===== src/verilog/sumt_map.svh =====
/*
 * Constant map of the SPI message bridge: command bytes, status bit
 * positions, reset values and sizes.
 * Assumes inclusion by bare name from the bridge's design files.
 */
`ifndef SUMT_MAP_SVH
`define SUMT_MAP_SVH

// SPI command bytes
`define SUMT_CMD_LOAD_QUEUE      8'hc0
`define SUMT_CMD_NEXT_QUEUE      8'hb0
`define SUMT_CMD_READ_STATUS     8'h01
`define SUMT_CMD_READ_NEXT_MSG   8'h93
`define SUMT_CMD_BROADCAST_WRITE 8'h02

// Receive status bit positions
`define SUMT_STAT_STOP_BIT       1
`define SUMT_STAT_RX_ERR_BIT     2
`define SUMT_STAT_OVERFLOW_BIT   3

// Reset values and sizes
`define SUMT_BYTE_RST            8'h00
`define SUMT_CRC_INIT            8'h00
`define SUMT_CRC_POLY            8'ha6
`define SUMT_FIFO_DEPTH          16
`define SUMT_FIFO_AW             4

`endif


===== src/verilog/sumt_pkg.sv =====
/*
 * Types of the SPI message bridge: command decoder states and the
 * phases of a receive buffer read.
 * Assumes nothing of its surroundings.
 */
`default_nettype none

package sumt_pkg;

    typedef enum logic [2:0] {
        ST_CMD,
        ST_LEN,
        ST_LOAD,
        ST_STAT,
        ST_READ,
        ST_IGNORE
    } sumt_state_t;

    typedef enum logic [1:0] {
        PH_DATA,
        PH_LOCKSTEP,
        PH_CHECK,
        PH_DONE
    } sumt_phase_t;

endpackage : sumt_pkg

`default_nettype wire


===== src/verilog/sumt_fifo.sv =====
/*
 * Byte FIFO with valid/ready on both sides and a registered output stage.
 * Assumes a single clock and a synchronous active-high reset.
 */
`timescale 1ns/10ps
`default_nettype none
`include "sumt_map.svh"

module sumt_fifo #(
    parameter int W     = 8,
    parameter int DEPTH = `SUMT_FIFO_DEPTH,
    parameter int AW    = `SUMT_FIFO_AW
) (
    // Clock and reset
    input  wire logic         ref_clk,
    input  wire logic         reset,
    // Fill side
    input  wire logic         in_valid,
    input  wire logic [W-1:0] in_data,
    output var  logic         in_ready,
    // Drain side
    output var  logic         out_valid,
    output var  logic [W-1:0] out_data,
    input  wire logic         out_ready,
    // Flush, drops all content
    input  wire logic         flush
);

    logic [W-1:0] mem [DEPTH];
    logic [AW-1:0] wr_ptr_ff, nxt_wr_ptr, rd_ptr_ff, nxt_rd_ptr;
    logic [AW:0]   count_ff, nxt_count;
    logic          in_ready_ff, nxt_in_ready;
    logic          out_valid_ff, nxt_out_valid;
    logic [W-1:0]  out_data_ff, nxt_out_data;
    logic          push, pop;

    assign in_ready  = in_ready_ff;
    assign out_valid = out_valid_ff;
    assign out_data  = out_data_ff;

    // Pointers, count and output stage; storage count excludes output stage
    always_comb begin
        push          = in_valid && in_ready_ff;
        pop           = (count_ff != '0) && (!out_valid_ff || out_ready);
        nxt_wr_ptr    = push ? wr_ptr_ff + 1'b1 : wr_ptr_ff;
        nxt_rd_ptr    = pop ? rd_ptr_ff + 1'b1 : rd_ptr_ff;
        nxt_count     = count_ff + {{AW{1'b0}}, push} - {{AW{1'b0}}, pop};
        nxt_out_valid = pop ? 1'b1 : (out_ready ? 1'b0 : out_valid_ff);
        nxt_out_data  = pop ? mem[rd_ptr_ff] : out_data_ff;
        if (flush) begin
            nxt_wr_ptr    = '0;
            nxt_rd_ptr    = '0;
            nxt_count     = '0;
            nxt_out_valid = 1'b0;
        end
        // Room counts the output stage too, so DEPTH words in all
        nxt_in_ready  = (nxt_count + (AW+1)'(nxt_out_valid)) < (AW+1)'(DEPTH);
    end

    always_ff @(posedge ref_clk) begin
        if (reset) begin
            wr_ptr_ff    <= '0;
            rd_ptr_ff    <= '0;
            count_ff     <= '0;
            in_ready_ff  <= 1'b0;
            out_valid_ff <= 1'b0;
            out_data_ff  <= '0;
        end else begin
            wr_ptr_ff    <= nxt_wr_ptr;
            rd_ptr_ff    <= nxt_rd_ptr;
            count_ff     <= nxt_count;
            in_ready_ff  <= nxt_in_ready;
            out_valid_ff <= nxt_out_valid;
            out_data_ff  <= nxt_out_data;
        end
    end

    // Storage; no reset needed, guarded by count
    always_ff @(posedge ref_clk) begin
        if (push) begin
            mem[wr_ptr_ff] <= in_data;
        end
    end

endmodule : sumt_fifo

`default_nettype wire


===== src/verilog/sumt_bridge.sv =====
/*
 * SPI slave message path of an SPI to UART chain bridge: queue load and
 * launch, receive status and receive buffer read with appended bytes.
 * Assumes SPI mode 0 from the host and a same-clock UART byte engine.
 */
`timescale 1ns/10ps
`default_nettype none
`include "sumt_map.svh"

module sumt_bridge #(
    parameter int        DEPTH    = `SUMT_FIFO_DEPTH,
    parameter int        AW       = `SUMT_FIFO_AW,
    parameter logic [7:0] CRC_POLY = `SUMT_CRC_POLY
) (
    // Clock and reset
    input  wire logic       ref_clk,
    input  wire logic       reset,
    // SPI pins from host
    input  wire logic       spi_sclk,
    input  wire logic       spi_cs_n,
    input  wire logic       spi_mosi,
    output var  logic       spi_miso,
    // Byte stream to UART transmitter
    output var  logic       utx_valid,
    output var  logic [7:0] utx_data,
    input  wire logic       utx_ready,
    // Byte stream from UART receiver
    input  wire logic       urx_valid,
    input  wire logic [7:0] urx_data,
    input  wire logic       urx_stop,
    input  wire logic       urx_char_err,
    // Lockstep monitor state
    input  wire logic [7:0] lockstep_status_byte,
    // Status
    output var  logic       load_overflow,
    output var  logic       sending
);

    // Pin synchronisers, three taps on clock for edge finding
    logic [2:0] sclk_sync_ff;
    logic [1:0] cs_n_sync_ff, mosi_sync_ff;
    always_ff @(posedge ref_clk) begin
        if (reset) begin
            sclk_sync_ff <= 3'h0;
            cs_n_sync_ff <= 2'h3;
            mosi_sync_ff <= 2'h0;
        end else begin
            sclk_sync_ff <= {sclk_sync_ff[1:0], spi_sclk};
            cs_n_sync_ff <= {cs_n_sync_ff[0], spi_cs_n};
            mosi_sync_ff <= {mosi_sync_ff[0], spi_mosi};
        end
    end

    logic sclk_rise, sclk_fall, cs_idle;
    assign sclk_rise = sclk_sync_ff[1] && !sclk_sync_ff[2];
    assign sclk_fall = !sclk_sync_ff[1] && sclk_sync_ff[2];
    assign cs_idle   = cs_n_sync_ff[1];

    // CRC-8, MSB first; covers every byte shifted out ahead of it
    function automatic logic [7:0] crc8_byte(input logic [7:0] crc, input logic [7:0] din);
        logic [7:0] c;
        c = crc ^ din;
        for (int i = 0; i < 8; i++) begin
            c = c[7] ? ((c << 1) ^ CRC_POLY) : (c << 1);
        end
        return c;
    endfunction : crc8_byte

    sumt_pkg::sumt_state_t state_ff, nxt_state;
    sumt_pkg::sumt_phase_t phase_ff, nxt_phase;
    logic [2:0] bit_cnt_ff, nxt_bit_cnt;
    logic [7:0] rx_sr_ff, nxt_rx_sr, tx_sr_ff, nxt_tx_sr;
    logic       miso_ff, nxt_miso;
    logic [7:0] load_left_ff, nxt_load_left, q_len_ff, nxt_q_len;
    logic [7:0] send_left_ff, nxt_send_left, crc_ff, nxt_crc;
    logic [7:0] msg_len_ff, nxt_msg_len, arrive_cnt_ff, nxt_arrive_cnt;
    logic [7:0] rd_left_ff, nxt_rd_left;
    logic       stop_ff, nxt_stop, rx_err_ff, nxt_rx_err, ovf_ff, nxt_ovf;
    logic       sending_ff, nxt_sending, ldovf_ff, nxt_ldovf;
    logic       utx_valid_ff, nxt_utx_valid;
    logic [7:0] utx_data_ff, nxt_utx_data;
    logic       byte_done;
    logic [7:0] byte_in, nxt_byte_out;
    logic       load_out;

    // FIFO hookups
    logic       txq_in_valid, txq_in_ready, txq_out_valid, txq_out_ready;
    logic [7:0] txq_out_data;
    logic       rxb_in_ready, rxb_out_valid, rxb_out_ready, rxb_flush;
    logic [7:0] rxb_out_data;

    sumt_fifo #(.W(8), .DEPTH(DEPTH), .AW(AW)) u_txq (
        .ref_clk  (ref_clk),
        .reset    (reset),
        .in_valid (txq_in_valid),
        .in_data  (byte_in),
        .in_ready (txq_in_ready),
        .out_valid(txq_out_valid),
        .out_data (txq_out_data),
        .out_ready(txq_out_ready),
        .flush    (1'b0)
    );

    sumt_fifo #(.W(8), .DEPTH(DEPTH), .AW(AW)) u_rxb (
        .ref_clk  (ref_clk),
        .reset    (reset),
        .in_valid (urx_valid),
        .in_data  (urx_data),
        .in_ready (rxb_in_ready),
        .out_valid(rxb_out_valid),
        .out_data (rxb_out_data),
        .out_ready(rxb_out_ready),
        .flush    (rxb_flush)
    );

    // Command decoding, SPI shifting, queue and buffer control
    always_comb begin
        nxt_state      = state_ff;
        nxt_phase      = phase_ff;
        nxt_bit_cnt    = bit_cnt_ff;
        nxt_rx_sr      = rx_sr_ff;
        nxt_tx_sr      = tx_sr_ff;
        nxt_miso       = miso_ff;
        nxt_load_left  = load_left_ff;
        nxt_q_len      = q_len_ff;
        nxt_send_left  = send_left_ff;
        nxt_crc        = crc_ff;
        nxt_msg_len    = msg_len_ff;
        nxt_arrive_cnt = arrive_cnt_ff;
        nxt_rd_left    = rd_left_ff;
        nxt_stop       = stop_ff;
        nxt_rx_err     = rx_err_ff;
        nxt_ovf        = ovf_ff;
        nxt_sending    = sending_ff;
        nxt_ldovf      = ldovf_ff;
        nxt_utx_valid  = utx_valid_ff;
        nxt_utx_data   = utx_data_ff;
        nxt_byte_out   = `SUMT_BYTE_RST;
        load_out       = 1'b0;
        txq_in_valid   = 1'b0;
        rxb_out_ready  = 1'b0;
        rxb_flush      = 1'b0;
        byte_in        = {rx_sr_ff[6:0], mosi_sync_ff[1]};
        byte_done      = !cs_idle && sclk_rise && (bit_cnt_ff == 3'h7);

        // Mode 0: sample on rise, present next bit on fall
        if (cs_idle) begin
            nxt_bit_cnt = 3'h0;
            nxt_state   = sumt_pkg::ST_CMD;
        end else if (sclk_rise) begin
            nxt_rx_sr   = byte_in;
            nxt_bit_cnt = bit_cnt_ff + 3'h1;
        end else if (sclk_fall) begin
            nxt_miso  = tx_sr_ff[7];
            nxt_tx_sr = {tx_sr_ff[6:0], 1'b0};
        end

        // Chain bytes into receive buffer; counted only when stored
        if (urx_valid && rxb_in_ready) begin
            nxt_arrive_cnt = arrive_cnt_ff + 8'h1;
        end

        if (byte_done) begin
            case (state_ff)
                sumt_pkg::ST_CMD: begin
                    nxt_state = sumt_pkg::ST_IGNORE;
                    if (byte_in == `SUMT_CMD_LOAD_QUEUE) begin
                        nxt_state = sumt_pkg::ST_LEN;
                        nxt_q_len = 8'h00;
                    end else if (byte_in == `SUMT_CMD_NEXT_QUEUE) begin
                        if (!sending_ff && q_len_ff != 8'h00) begin
                            nxt_sending   = 1'b1;
                            nxt_send_left = q_len_ff;
                            nxt_q_len     = 8'h00;
                        end
                    end else if (byte_in == `SUMT_CMD_READ_STATUS) begin
                        nxt_state = sumt_pkg::ST_STAT;
                        nxt_byte_out[`SUMT_STAT_STOP_BIT]     = stop_ff;
                        nxt_byte_out[`SUMT_STAT_RX_ERR_BIT]   = rx_err_ff;
                        nxt_byte_out[`SUMT_STAT_OVERFLOW_BIT] = ovf_ff;
                        nxt_rx_err = 1'b0;
                        nxt_ovf    = 1'b0;
                        load_out   = 1'b1;
                    end else if (byte_in == `SUMT_CMD_READ_NEXT_MSG) begin
                        nxt_state   = sumt_pkg::ST_READ;
                        nxt_phase   = sumt_pkg::PH_DATA;
                        nxt_crc     = `SUMT_CRC_INIT;
                        nxt_rd_left = msg_len_ff;
                        nxt_msg_len = 8'h00;
                        nxt_stop    = 1'b0;
                    end
                end
                sumt_pkg::ST_LEN: begin
                    nxt_load_left = byte_in;
                    nxt_state = (byte_in == 8'h00) ? sumt_pkg::ST_IGNORE : sumt_pkg::ST_LOAD;
                end
                sumt_pkg::ST_LOAD: begin
                    // store message byte; full queue or an active send drops it
                    if (txq_in_ready && !sending_ff) begin
                        txq_in_valid = 1'b1;
                        nxt_q_len    = q_len_ff + 8'h1;
                    end else begin
                        nxt_ldovf = 1'b1;
                    end
                    nxt_load_left = load_left_ff - 8'h1;
                    if (load_left_ff == 8'h01) begin
                        nxt_state = sumt_pkg::ST_IGNORE;
                    end
                end
                default: begin
                    nxt_state = state_ff;
                end
            endcase
        end

        // next read byte: echoed data first
        if (byte_done && state_ff == sumt_pkg::ST_READ || nxt_state == sumt_pkg::ST_READ
            && state_ff != sumt_pkg::ST_READ) begin
            load_out = 1'b1;
            // Next values, so the first byte sees the freshly started read
            case (nxt_phase)
                sumt_pkg::PH_DATA: begin
                    if (nxt_rd_left != 8'h00 && rxb_out_valid) begin
                        nxt_byte_out  = rxb_out_data;
                        rxb_out_ready = 1'b1;
                        nxt_rd_left   = nxt_rd_left - 8'h1;
                        nxt_crc       = crc8_byte(nxt_crc, rxb_out_data);
                    end else begin
                        nxt_byte_out = lockstep_status_byte;
                        nxt_crc      = crc8_byte(nxt_crc, lockstep_status_byte);
                        nxt_phase    = sumt_pkg::PH_CHECK;
                    end
                end
                sumt_pkg::PH_CHECK: begin
                    nxt_byte_out = crc_ff;
                    nxt_phase    = sumt_pkg::PH_DONE;
                end
                default: begin
                    nxt_byte_out = `SUMT_BYTE_RST;
                end
            endcase
        end
        if (load_out) begin
            nxt_tx_sr = nxt_byte_out;
        end

        // Stop marks end of message; set wins over read-start clear
        if (urx_stop) begin
            nxt_stop    = 1'b1;
            nxt_msg_len = nxt_arrive_cnt;
            nxt_arrive_cnt = 8'h00;
        end
        if (urx_char_err) begin
            nxt_rx_err = 1'b1;
        end
        // Overrun set after the status-read clear, so the event wins
        if (urx_valid && !rxb_in_ready) begin
            nxt_ovf = 1'b1;
        end

        // drain queue to chain, stalled by transmitter
        txq_out_ready = sending_ff && (send_left_ff != 8'h00) && (!utx_valid_ff || utx_ready);
        if (txq_out_ready && txq_out_valid) begin
            nxt_utx_valid = 1'b1;
            nxt_utx_data  = txq_out_data;
            nxt_send_left = send_left_ff - 8'h1;
        end else if (utx_ready) begin
            nxt_utx_valid = 1'b0;
            // Sending ends only once the chain took the last byte
            if (utx_valid_ff && send_left_ff == 8'h00) begin
                nxt_sending = 1'b0;
            end
        end
    end

    // Register all state; read-only unused second tap not exported
    always_ff @(posedge ref_clk) begin
        if (reset) begin
            state_ff      <= sumt_pkg::ST_CMD;
            phase_ff      <= sumt_pkg::PH_DONE;
            bit_cnt_ff    <= 3'h0;
            rx_sr_ff      <= 8'h00;
            tx_sr_ff      <= 8'h00;
            miso_ff       <= 1'b0;
            load_left_ff  <= 8'h00;
            q_len_ff      <= 8'h00;
            send_left_ff  <= 8'h00;
            crc_ff        <= `SUMT_CRC_INIT;
            msg_len_ff    <= 8'h00;
            arrive_cnt_ff <= 8'h00;
            rd_left_ff    <= 8'h00;
            stop_ff       <= 1'b0;
            rx_err_ff     <= 1'b0;
            ovf_ff        <= 1'b0;
            sending_ff    <= 1'b0;
            ldovf_ff      <= 1'b0;
            utx_valid_ff  <= 1'b0;
            utx_data_ff   <= 8'h00;
        end else begin
            state_ff      <= nxt_state;
            phase_ff      <= nxt_phase;
            bit_cnt_ff    <= nxt_bit_cnt;
            rx_sr_ff      <= nxt_rx_sr;
            tx_sr_ff      <= nxt_tx_sr;
            miso_ff       <= nxt_miso;
            load_left_ff  <= nxt_load_left;
            q_len_ff      <= nxt_q_len;
            send_left_ff  <= nxt_send_left;
            crc_ff        <= nxt_crc;
            msg_len_ff    <= nxt_msg_len;
            arrive_cnt_ff <= nxt_arrive_cnt;
            rd_left_ff    <= nxt_rd_left;
            stop_ff       <= nxt_stop;
            rx_err_ff     <= nxt_rx_err;
            ovf_ff        <= nxt_ovf;
            sending_ff    <= nxt_sending;
            ldovf_ff      <= nxt_ldovf;
            utx_valid_ff  <= nxt_utx_valid;
            utx_data_ff   <= nxt_utx_data;
        end
    end

    // Outputs straight from flops
    assign spi_miso      = miso_ff;
    assign utx_valid     = utx_valid_ff;
    assign utx_data      = utx_data_ff;
    assign load_overflow = ldovf_ff;
    assign sending       = sending_ff;

endmodule : sumt_bridge

`default_nettype wire


===== config.mk =====
export PLATFORM = sky130hd
export DESIGN_NAME = sumt_bridge
export DESIGN_NICKNAME = d
export VERILOG_FILES = /design/src/verilog/sumt_pkg.sv /design/src/verilog/sumt_fifo.sv /design/src/verilog/sumt_bridge.sv
export VERILOG_INCLUDE_DIRS = /design/src /design/src/verilog
export SDC_FILE = /design/constraint.sdc
export NUM_CORES = 1
export LEC_CHECK = 0
export BUFFER_PORTS_ARGS = -buffer_cell sky130_fd_sc_hd__buf_4
export CORE_MARGIN = 2
export CORE_UTILIZATION = 60
export CTS_BUF_LIST = sky130_fd_sc_hd__clkbuf_8 sky130_fd_sc_hd__clkbuf_16
export CTS_CLUSTER_DIAMETER = 60
export DETAILED_ROUTE_END_ITERATION = 12
export GPL_ROUTABILITY_DRIVEN = 1
export HOLD_SLACK_MARGIN = 0.12
export PLACE_DENSITY = 0.77
export SYNTH_ARGS = -nofsm -noshare
export SYNTH_HDL_FRONTEND = slang
export SYNTH_SLANG_ARGS = --single-unit

===== constraint.sdc =====
create_clock -name ref_clk -period 9.9 [get_ports ref_clk]
set_input_delay 2.475 -clock ref_clk [delete_from_list [all_inputs] [get_ports ref_clk]]
set_output_delay 2.475 -clock ref_clk [all_outputs]
set_load 0.005 [all_outputs]

==> metrics list, run 1 <==
- Hold buffers post-CTS: 0
- In the global route stage, overall resource usage came out at 24.4%.
- DRT Pass-1 Iters: 6
- Clock-pin slew was measured on the worst setup and hold paths at 0.07 ns.
- Later-pin clock latency in the skew report: 0.54 ns
* Most instantiated flip-flop cell in the synthesis netlist: edfxtp_1
- Total length of routed wires: 37.3 mm
- For this run, the number of Yosys warnings is 0.
- The largest total area in the synthesized netlist belongs to edfxtp_1.
- DRC viols: 0
* Die span in y: 176 um
* Worst vdd ir: 189 uV
- Detail-routed via count per cell: 6.07
- Layout Nets: 1438
* Final-report max-slew violation count: 0
- Ranked by total cell area, the synthesized netlist is headed by edfxtp_1, dfxtp_1, mux4_2, mux2i_1, nor2_1.
- Max FO, Critical Path: 37
* Number of clock buffers inserted by TritonCTS: 42
* Final setup violating endpoints: 0
* Post-cts repair resize count: 0
* Overall die width: 176 um
- Start-to-end type of the worst setup path: flip-flop to flip-flop
- The final number of hold-violating endpoints is 0.
* Most repeated cell in the gate-level netlist after synthesis: edfxtp_1
* Area of placed instances: 0.0183 mm^2
* Count of flip-flops with a built-in enable after synthesis: 256
- Share of the synthesized area in the top cell type: 43.2%
* Final-layout fill cell count: 2037
* Flip-flop and latch count after synthesis: 403
- For this run the aggregate overflow at the end of global routing stands at 0.
- Path category of the worst min-delay check: flip-flop to flip-flop
* Post-layout min period: 6.88 ns
- CTS HTree Levels: 2
* Antenna violations before repair: 0
- CORE AREA: 0.0294 mm^2
* Launching element type of the critical path: flip-flop
- Syn Area/Cell: 13.0 um^2
- The multi-input combinational cells in the finished layout cover a total of 0.00674 mm^2.
- At the pin with the least slew margin, the transition time is 1.21 ns.
- Final standard cell area without fillers: 0.0198 mm^2
- The number of antenna diodes in the final layout is 0.
- For this configuration, the core starts out at a cell density of 60.5%.
- Max-cap violations in this run came to 0.
- Clock skew on the completed layout was measured at 0.0348 ns.
- The worst setup path is captured at a flip-flop.
- From synthesis to final layout, the design area changed by 11.1%.
- Total setup buffers inserted after CTS: 0
- The tree built by TritonCTS fans out to 403 sinks.
- Post-Synthesis Net Count: 1423
* Setup total negative slack: 0 ns
* Headroom to the max-slew limit: 18.8%
- In the synthesized netlist the async set-or-reset flop fraction comes to 0%.
* Portion of the post-synthesis area used by sequential elements: 59.8%
* Clock buffer depth: 3
- Input and output buffers added on the ports amount to 36.
- After synthesis, the most frequently instantiated cells are edfxtp_1, nor2_1, dfxtp_1.
- Placement row count: 63
- After technology mapping, the gate count stands at 1364.
* TritonCTS clock tree: done
- HPWL after detailed placement: 23.7 mm
- Wire length per cell after detailed routing: 20.7 um
* Global-route wire length before repair: 58.6 mm
- Arrival @ worst endpoint: 7.28 ns
- Post-synth cell types: 76
* Via count of the first global-routing pass: 10800
- Clk Tree Root Cell: clkbuf_16
- Dividing total power by cell area gives a power density of 228 mW/mm^2.
* Post-synthesis instance area: 0.0178 mm^2
- Cell total after placement: 1725
* Routed via count: 10900
- Status: finished, final reports clean
- Dividing the final minimum period by the clock period gives 69.5%.
- After layout, the design draws a total of 4.51 mW.
- I/O pins: 37
- Fmax: 0.145 GHz
* Unrepaired setup endpoints after global routing: no
- Share of post-route cells with drive strength above 1: 14.9%
- The detail route stage leaves a number of antenna-violating nets equal to 0.
- Lkg Pwr: 6.82 nW
- Worst hold slack after final layout: 0.419 ns
* Area used by sequential logic in the layout: 0.0106 mm^2
* Worst path required time: 10.30 ns
- The die covers 0.0310 mm^2.
- Excluding fillers, the count of instances in the completed layout stands at 1802.
- In this run, the number of DRC markers left after iteration 0 of detailed routing was 1105.
- At the end of routability-driven placement, the weighted congestion stood at 0.859.
- Entering global routing, the biggest net connects 96 pins.
## cell families after synthesis
logic type | after synthesis | share of synthesized area (%)
compound gates | 195 | 7.19
xor+xnor | 111 | 5.93
fa+ha+maj | 34 | 2.48
buf+inv | 109 | 2.46
flops | 403 | 59.8
mux | 139 | 12.4
simple gates | 373 | 9.73
## through the flow
stage,worst slack (ns),utilization (%)
floorplan,4.22,-
global placement,3.51,62.4
detailed placement,3.30,62.4
CTS,3.16,67.2
global route,2.53,67.2
finish,3.02,67.2
## power breakdown
group,switching [mW],internal [mW],total [mW]
sequential,0.0563,1.85,1.90
clock,0.645,0.931,1.58
combinational,0.497,0.536,1.03
total,1.20,3.31,4.51
## registers in the layout (all words and copies together), names as in the netlist, 5 cells and up
signal / count
tx_sr_ff: 8
u_rxb.count_ff: 5
crc_ff: 8
u_rxb.mem: 128
msg_len_ff: 8
u_txq.out_data: 8
q_len_ff: 8
send_left_ff: 8
u_txq.count_ff: 5
utx_data: 8
u_rxb.out_data: 8
load_left_ff: 8
rd_left_ff: 8
rx_sr_ff: 7
arrive_cnt_ff: 8
u_txq.mem: 128
## critical path, stage by stage, from the launching register on
cell and delay (ns):
dfxtp_1 0.83, nor2_1 0.23, a41o_1 0.33, o22ai_1 0.27
o31a_1 0.47, nand3_2 0.76, mux2i_1 0.34, ha_1 0.27
o21ai_0 0.12, nor3_1 0.14, o41a_1 0.39, a21oi_2 0.70
ha_1 0.26, inv_1 0.04, ha_1 0.20, fa_1 0.43
xnor2_1 0.16, a2111oi_0 0.55, xnor2_1 0.19, nor2_1 0.06
## per-layer routing
layer,vias up,track usage [%],routed length (um),part of all wire (%)
li1,5074,-,-,-
met1,5401,32.2,15100,40
met2,393,42.1,19000,51
met3,64,3.57,2280,6.1
met4,0,7.44,1000,2.7
met5,-,0,0,0
## area by class of cell
type                    instances  area share (%)
flip-flops and latches        403            53.8
multi-input cells             852            34.1
clock buffers                  47            5.72
well taps                     390            2.47
repair buffers                 50            1.90
clock inverters                30            1.42
inverters                      30           0.570
## cell usage in the layout, fill, tap and decap left out, types with 6 or more instances in the layout
master,n
mux2_2,8
nor4_1,7
xor2_1,38
nand3_1,11
nor2_1,165
a221oi_1,8
nor3_1,24
a211oi_1,13
a21oi_1,62
nor2b_1,22
mux2i_1,66
clkinv_2,13
nand2_1,82
and3_1,9
mux4_2,65
nand2b_1,8
nand4_1,7
a311oi_1,6
buf_4,50
xnor2_1,67
a22oi_1,12
edfxtp_1,256
inv_1,34
clkbuf_16,43
a31oi_1,19
o21ai_0,31
xnor3_1,6
dfxtp_1,145
and2_1,8
ha_1,32
## final timing paths
check / from / slack, ns / depth (start not counted) / endpoint
worst max-delay path: rx_sr_ff[3]$_SDFFE_PP0P_ / 3.02 / 19 / u_rxb.in_ready$_SDFF_PP0_
worst min-delay path: cs_n_sync_ff[0]$_SDFF_PP1_ / 0.42 / 1 / cs_n_sync_ff[1]$_SDFF_PP1_
worst max register to register: rx_sr_ff[3]$_SDFFE_PP0P_ / 3.02 / 19 / u_rxb.in_ready$_SDFF_PP0_
worst min register to register: cs_n_sync_ff[0]$_SDFF_PP1_ / 0.42 / 1 / cs_n_sync_ff[1]$_SDFF_PP1_
Power figures use the tool's default switching activity.
==> run 2: changes to the inputs <==
--- a/config.mk
+++ b/config.mk
@@ -8,13 +8,13 @@
 export LEC_CHECK = 0
 export BUFFER_PORTS_ARGS = -buffer_cell sky130_fd_sc_hd__buf_4
 export CORE_MARGIN = 2
-export CORE_UTILIZATION = 60
+export CORE_UTILIZATION = 57
 export CTS_BUF_LIST = sky130_fd_sc_hd__clkbuf_8 sky130_fd_sc_hd__clkbuf_16
 export CTS_CLUSTER_DIAMETER = 60
 export DETAILED_ROUTE_END_ITERATION = 12
 export GPL_ROUTABILITY_DRIVEN = 1
 export HOLD_SLACK_MARGIN = 0.12
-export PLACE_DENSITY = 0.77
+export PLACE_DENSITY = 0.76
 export SYNTH_ARGS = -nofsm -noshare
 export SYNTH_HDL_FRONTEND = slang
 export SYNTH_SLANG_ARGS = --single-unit
==> constraint.sdc (replaced) <==
create_clock -name ref_clk -period 5.7 [get_ports ref_clk]
set_input_delay 1.425 -clock ref_clk [delete_from_list [all_inputs] [get_ports ref_clk]]
set_output_delay 1.425 -clock ref_clk [all_outputs]
set_load 0.005 [all_outputs]
==> metrics list, run 2 (synthesis gave the netlist of run 1 again) <==
- Status: finished, final reports clean (unchanged).
* TritonCTS clock tree: done (unchanged)
* Worst path required time: 6.07 ns (was 10.30 ns)
- Port Buffer Count: 36 (unchanged)
- The highest attainable clock frequency was 0.188 GHz (was 0.145 GHz).
- The total routing resource utilization after global routing is 22.8% (was 24.4%).
- Hold buffers post-CTS: 0 (unchanged)
- The launching element type of the critical path is a flip-flop (unchanged).
- The placeable core region is 0.0307 mm^2 (was 0.0294 mm^2).
- Clock buffer depth: 3 (unchanged)
* Largest net degree at the start of global routing: 91 (was 96)
- The die width came to 181 um (was 176 um).
- Sinks on Clock Net: 403 (unchanged)
- CTS HTree Levels: 2 (unchanged)
- The maximum clock skew at final layout was 0.0258 ns (was 0.0348 ns).
* Wire length per cell after detailed routing: 20.4 um (was 20.7 um)
- Worst slew pin tran: 1.19 ns (was 1.21 ns)
* Setup total negative slack: 0 ns (unchanged)
* Final-layout fill cell count: 2229 (was 2037)
- Worst hold slack after final layout: 0.447 ns (was 0.419 ns)
- Capturing element type of the critical path: flip-flop (unchanged)
- I/O pins: 37 (unchanged)
- Via count of the first global-routing pass: 10700 (was 10800)
- Highest-count cells in the layout ignoring fill and taps: edfxtp_1, nor2_1, dfxtp_1 (unchanged).
- Post-detailed-route count of antenna-violating nets: 0 (unchanged)
- Leading registers by flop count: u_rxb.mem: 128 flops, u_txq.mem: 128 flops (unchanged)
- Worst vdd ir: 309 uV (was 189 uV)
- Final setup violating endpoints: 0 (unchanged)
* Effective utilization at floorplan: 58.0% (was 60.5%)
- The leftover overflow at the end of global routing is 0 (unchanged).
- Headroom to the max-slew limit: 20.1% (was 18.8%)
- The final design utilization was 64.5% (was 67.2%).
* Die span in y: 181 um (was 176 um)
* Antenna violations before repair: 0 (unchanged)
- Number of clock buffers inserted by TritonCTS: 41 (was 42)
* Placement row count: 64 (was 63)
* Layout Nets: 1448 (was 1438)
- The final estimated routing congestion in global placement is 0.884 (was 0.859).
* DRC viols: 0 (unchanged)
- Area enclosed by the die boundary: 0.0326 mm^2 (was 0.0310 mm^2)
- Clk Tree Root Cell: clkbuf_16 (unchanged)
- The wire length reported by the detailed router was 37.1 mm (was 37.3 mm).
* Area of combinational cells with multiple inputs: 0.00674 mm^2 (about the same)
- Unrepaired setup endpoints after global routing: no (unchanged)
* Number of DRC violations after detailed-routing iteration 0: 907 (was 1105)
- Path category of the worst min-delay check: flip-flop to flip-flop (unchanged)
- The detail-routed via count per cell is 5.99 (was 6.07).
* Arrival @ worst endpoint: 5.68 ns (was 7.28 ns)
- The clock insertion delay at the later pin of the skew report is 0.54 ns (about the same).
- Share of post-route cells with drive strength above 1: 15.2% (was 14.9%)
* Start-to-end type of the worst setup path: flip-flop to flip-flop (unchanged)
- Global-route wire length before repair: 58.9 mm (was 58.6 mm)
- Final worst-path cycle share: 93.1% (was 69.5%)
- Routed via count: 10900 (about the same)
* HPWL after detailed placement: 23.9 mm (was 23.7 mm)
* Most common library cell in the layout ignoring fill and taps: edfxtp_1 (unchanged)
- The leakage power figure came to 6.86 nW (was 6.82 nW).
- Layout overhead on the synthesized area: 11.1% (about the same)
- Clock Pin Slew Worst Setup and Hold Paths: 0.06 ns (was 0.07 ns)
- The final number of hold-violating endpoints came to 0 (unchanged).
- The final-report max-slew violation count came to 0 (unchanged).
- Area used by sequential logic in the layout: 0.0106 mm^2 (unchanged)
- Post-layout min period: 5.31 ns (was 6.88 ns)
* Max-cap viol count: 0 (unchanged)
- The first-pass iteration count of the detailed router was 6 (unchanged).
* Pwr/cell area: 394 mW/mm^2 (was 228 mW/mm^2)
- N_diodes: 0 (unchanged)
- The maximum net fanout on the critical path came to 21 (was 37).
[run 2: cell types whose count changed in the layout (fill, tap and decap cells not counted), sizes merged]
cell,delta
inv,+5
clkinv,-4
clkbuf,-2
clkinvlp,-1
buf,+11
[run 2: path summary, 6_finish.rpt]
path / startpoint / endpoint / slack [ns] / cells after the start
max reg2reg: mosi_sync_ff[1]$_SDFF_PP0_ / u_rxb.in_ready$_SDFF_PP0_ / 0.39 / 20
max: mosi_sync_ff[1]$_SDFF_PP0_ / u_rxb.in_ready$_SDFF_PP0_ / 0.39 / 20
min: cs_n_sync_ff[0]$_SDFF_PP1_ / cs_n_sync_ff[1]$_SDFF_PP1_ / 0.45 / 1
min reg2reg: cs_n_sync_ff[0]$_SDFF_PP1_ / cs_n_sync_ff[1]$_SDFF_PP1_ / 0.45 / 1
[run 2: per-layer routing]
layer  global-route usage [%]  vias to the layer above  wire, um
met5                        0                        -         0
met4                     6.29                        0       863
met3                     3.82                       73      2290
met2                     38.5                      340     18300
met1                     30.7                     5366     15600
li1                         -                     5098         -
[run 2: final cells by class]
cell class | instances | share of cell area [%]
Timing Repair Buffer | 61 | 2.32
Clock buffer | 45 | 5.47
Clock inverter | 30 | 1.26
Multi-Input combinational cell | 852 | 34.1
Inverter | 30 | 0.570
Tap cell | 396 | 2.51
Sequential cell | 403 | 53.8
[run 2: where the power goes]
group | internal, mW | total, mW | switching, mW
sequential | 3.21 | 3.36 | 0.151
combinational | 0.945 | 1.79 | 0.842
clock | 1.55 | 2.65 | 1.11
[run 2: through the flow]
stage	cells	power, mW	instance area (um^2)	worst slack (ns)
floorplan	1364	4.80	17800	0.0198
global placement	1742	5.15	18400	0.583
detailed placement	1742	5.19	18400	0.405
CTS	1817	7.85	19800	0.397
global route	1817	8.13	19800	0.0244
finish	1817	7.80	19800	0.394
[run 2: what timing repair did]
item / 4_1_cts / 5_1_grt
setup buffers: 0 / 0
setup endpoints to repair: 0 / 1
gates resized for setup: 0 / 1
[run 2: worst max-delay path: stages (launching register included)]
cell       delay, ns
dfxtp_1         0.34
buf_4           0.25
or4b_4          0.51
nand2b_1        0.16
a32o_1          0.23
nor3_1          0.33
nand3_2         0.18
mux2i_1         0.26
ha_1            0.24
o21ai_0         0.13
nor3_1          0.32
o41a_1          0.26
a21oi_2         0.08
ha_1            0.32
inv_1           0.05
ha_1            0.21
fa_1            0.43
xnor2_1         0.17
a2111oi_0       0.47
xnor2_1         0.17
nor2_1          0.05
==> run 3: changes to the inputs <==
--- a/config.mk
+++ b/config.mk
@@ -13,6 +13,7 @@
 export CTS_CLUSTER_DIAMETER = 60
 export DETAILED_ROUTE_END_ITERATION = 12
 export GPL_ROUTABILITY_DRIVEN = 1
+export GPL_TIMING_DRIVEN = 0
 export HOLD_SLACK_MARGIN = 0.12
 export PLACE_DENSITY = 0.76
 export SYNTH_ARGS = -nofsm -noshare
==> metrics list, run 3 (synthesis gave the netlist of run 1 again) <==
- Status: finished, final reports clean (unchanged).
- Cell depth of the worst flop-to-flop path: 25 (was 20)
* Max FO, Critical Path: 10 (was 21)
- The final number of hold-violating endpoints came to 0 (unchanged).
- The detailed router's first-iteration violation count is 1150 (was 907).
- The clock insertion delay at the later pin of the skew report was 0.54 ns (about the same).
* Cell total after placement: 1794 (was 1742)
- The transition at the pin with the smallest max-transition slack was 1.33 ns (was 1.19 ns).
- The placeable core region was 0.0307 mm^2 (unchanged).
- The area taken by flip-flops and latches is 0.0106 mm^2 (about the same).
- The die area came to 0.0326 mm^2 (unchanged).
- Via count of the first global-routing pass: 11100 (was 10700)
- Origin of the worst min-delay path: cs_n_sync_ff[0]$_SDFF_PP1_ (unchanged)
- Global-route wire length before repair: 62.3 mm (was 58.9 mm)
- Port Buffer Count: 34 (was 36)
- The final critical delay including setup and external delays is 5.41 ns (was 5.31 ns).
- Final worst-path cycle share: 94.9% (was 93.1%)
- Total routing resource utilization after global routing: 24.2% (was 22.8%)
- The worst endpoint required time was 6.09 ns (was 6.07 ns).
- The final design utilization came to 65.6% (was 64.5%).
- Hold buffers post-CTS: 0 (unchanged)
* Max-cap viol count: 0 (unchanged)
- The launch instance of the worst register-to-register path was state_ff[1]$_SDFF_PP0_ (was mosi_sync_ff[1]$_SDFF_PP0_).
* Overall die width: 181 um (unchanged)
- The maximum clock skew at final layout came to 0.0270 ns (was 0.0258 ns).
* Sinks on Clock Net: 403 (unchanged)
* Lkg Pwr: 6.92 nW (was 6.86 nW)
- Launching element type of the critical path: flip-flop (unchanged)
* Fmax: 0.185 GHz (was 0.188 GHz)
- The maximum buffer depth of the clock tree came to 3 (unchanged).
- Final-report max-slew violation count: 0 (unchanged)
- The end point of the worst hold path is cs_n_sync_ff[1]$_SDFF_PP1_ (unchanged).
- The number of nets in the layout came to 1512 (was 1448).
- Global route total overflow: 0 (unchanged)
- The number of I/O pins was 37 (unchanged).
- Critical path startpoint: state_ff[1]$_SDFF_PP0_ (was mosi_sync_ff[1]$_SDFF_PP0_)
- The maximum vdd ir drop is 307 uV (was 309 uV).
- Pwr/cell area: 392 mW/mm^2 (was 394 mW/mm^2)
- N_diodes: 0 (unchanged)
* Clock Pin Slew Worst Setup and Hold Paths: 0.06 ns (about the same)
- The wire length reported by the detailed router came to 39.6 mm (was 37.1 mm).
* Start-to-end type of the worst setup path: flip-flop to flip-flop (unchanged)
- The clock tree from TritonCTS is done (unchanged).
- Layout overhead on the synthesized area: 13.1% (was 11.1%)
- Share of post-route cells with drive strength above 1: 15.0% (was 15.2%)
- Final-layout fill cell count: 2199 (was 2229)
- Highest-count cells in the layout ignoring fill and taps: edfxtp_1, nor2_1, dfxtp_1 (unchanged)
* Clk Tree Root Cell: clkbuf_16 (unchanged)
* CTS HTree Levels: 2 (unchanged)
- The number of non-filler instances in the completed layout came to 1883 (was 1817).
- The HPWL after detailed placement came to 26.6 mm (was 23.9 mm).
- The worst reg-to-reg setup slack came to 0.29 ns (was 0.39 ns).
- Arrival @ worst endpoint: 5.80 ns (was 5.68 ns)
* DRT Pass-1 Iters: 6 (unchanged)
- The worst hold slack is 0.412 ns (was 0.447 ns).
- Placement row count: 64 (unchanged)
- The detail-routed via count per cell was 6.06 (was 5.99).
- The effective utilization at floorplan was 58.0% (unchanged).
- Setup total negative slack: 0 ns (unchanged)
* Area of combinational cells with multiple inputs: 0.00683 mm^2 (was 0.00674 mm^2)
- Headroom to the max-slew limit: 10.6% (was 20.1%)
- The detailed-route via count came to 11400 (was 10900).
- DRC viols: 0 (unchanged)
- The path class of the lowest-slack min-delay path is flip-flop to flip-flop (unchanged).
* Antenna violations before repair: 0 (unchanged)
- The reg-to-reg endpoint is u_rxb.in_ready$_SDFF_PP0_ (unchanged).
- Die span in y: 181 um (unchanged)
- The most frequent standard cell in the layout excluding fill and tap cells was edfxtp_1 (unchanged).
- Leading registers by flop count: u_rxb.mem: 128 flops, u_txq.mem: 128 flops (unchanged)
* Hold-critical path depth: 1 (unchanged)
- The wire length per cell came to 21.0 um (was 20.4 um).
- The final number of setup-violating endpoints came to 0 (unchanged).
* Number of clock buffers inserted by TritonCTS: 42 (was 41)
- The number of nets still failing antenna checks after routing was 0 (unchanged).
- Routability congestion estimate from global placement: 0.877 (was 0.884)
- Capturing element type of the critical path: flip-flop (unchanged)
- Largest net degree at the start of global routing: 24 (was 91)
run 3: cell types whose count changed in the layout (fill, tap and decap cells not counted), moves of 4 or more:
cell      delta
buf_1       +10
buf_4       -13
buf_6        +5
clkbuf_1    +58
clkinv_2     -5
dfxtp_1      -6
dfxtp_2      +4
inv_1        +4
inv_6        -4
run 3: layout make-up:
type,instances,area share (%)
Clock inverter,32,1.11
Clock buffer,46,5.55
Sequential cell,403,52.9
Buffer,78,1.72
Multi-Input combinational cell,852,33.9
Timing Repair Buffer,46,1.72
Inverter,30,0.560
Tap cell,396,2.46
run 3: repair_timing:
action | CTS | global route
hold endpoints to repair | 0 | 0
endpoints found under the setup margin | 6 | 3
gates resized for setup | 22 | 17
setup buffers | 3 | 9
pin swaps | 3 | 7
run 3: worst max-delay path, cell delays in order, from the launching register on:
cell and delay, ns:
dfxtp_1 0.29, clkbuf_1 0.19, or3_1 0.48, a41o_1 0.27, o22ai_1 0.28, o31a_1 0.25, clkbuf_4 0.23, nand3_4 0.11
buf_4 0.16, mux2i_1 0.24, ha_2 0.26, o21ai_0 0.14, nor3_2 0.18, o41a_1 0.25, a21oi_4 0.09, buf_6 0.19
ha_1 0.27, inv_1 0.04, ha_1 0.20, fa_1 0.46, a21oi_1 0.15, nor2_1 0.05, nor2_1 0.12, xnor2_1 0.17
xnor2_1 0.15, nor2_1 0.05
run 3: worst max-delay path by stage:
stage / endpoint / slack [ns] / cells past startpoint
final: u_rxb.in_ready$_SDFF_PP0_ / 0.29 / 25
after global placement: u_rxb.in_ready$_SDFF_PP0_ / -1.23 / 22
after global routing: u_rxb.in_ready$_SDFF_PP0_ / -0.02 / 25
after floorplan: u_rxb.in_ready$_SDFF_PP0_ / 0.02 / 23
after detailed placement: u_rxb.in_ready$_SDFF_PP0_ / -1.20 / 22
after CTS: u_rxb.in_ready$_SDFF_PP0_ / 0.01 / 23
run 3: layer usage:
metal / share of wire, % / GRT usage [%]
met1: 43 / 33.9
met2: 49 / 40.8
met3: 6.5 / 3.29
met4: 1.8 / 5.26
met5: 0 / 0
run 3: power breakdown:
group | switching, mW | internal, mW
Clock | 1.10 | 1.51
Sequential | 0.0986 | 3.21
Combinational | 0.980 | 0.984
Total | 2.18 | 5.70
run 3: metrics by stage:
step | instance area, um^2 | power [mW] | setup slack, ns
floorplan | 17800 | 4.80 | 0.0198
global placement | 18500 | 5.18 | -1.23
detailed placement | 18500 | 5.23 | -1.20
CTS | 20000 | 7.86 | 0.0119
global route | 20100 | 8.21 | -0.0163
finish | 20100 | 7.88 | 0.291
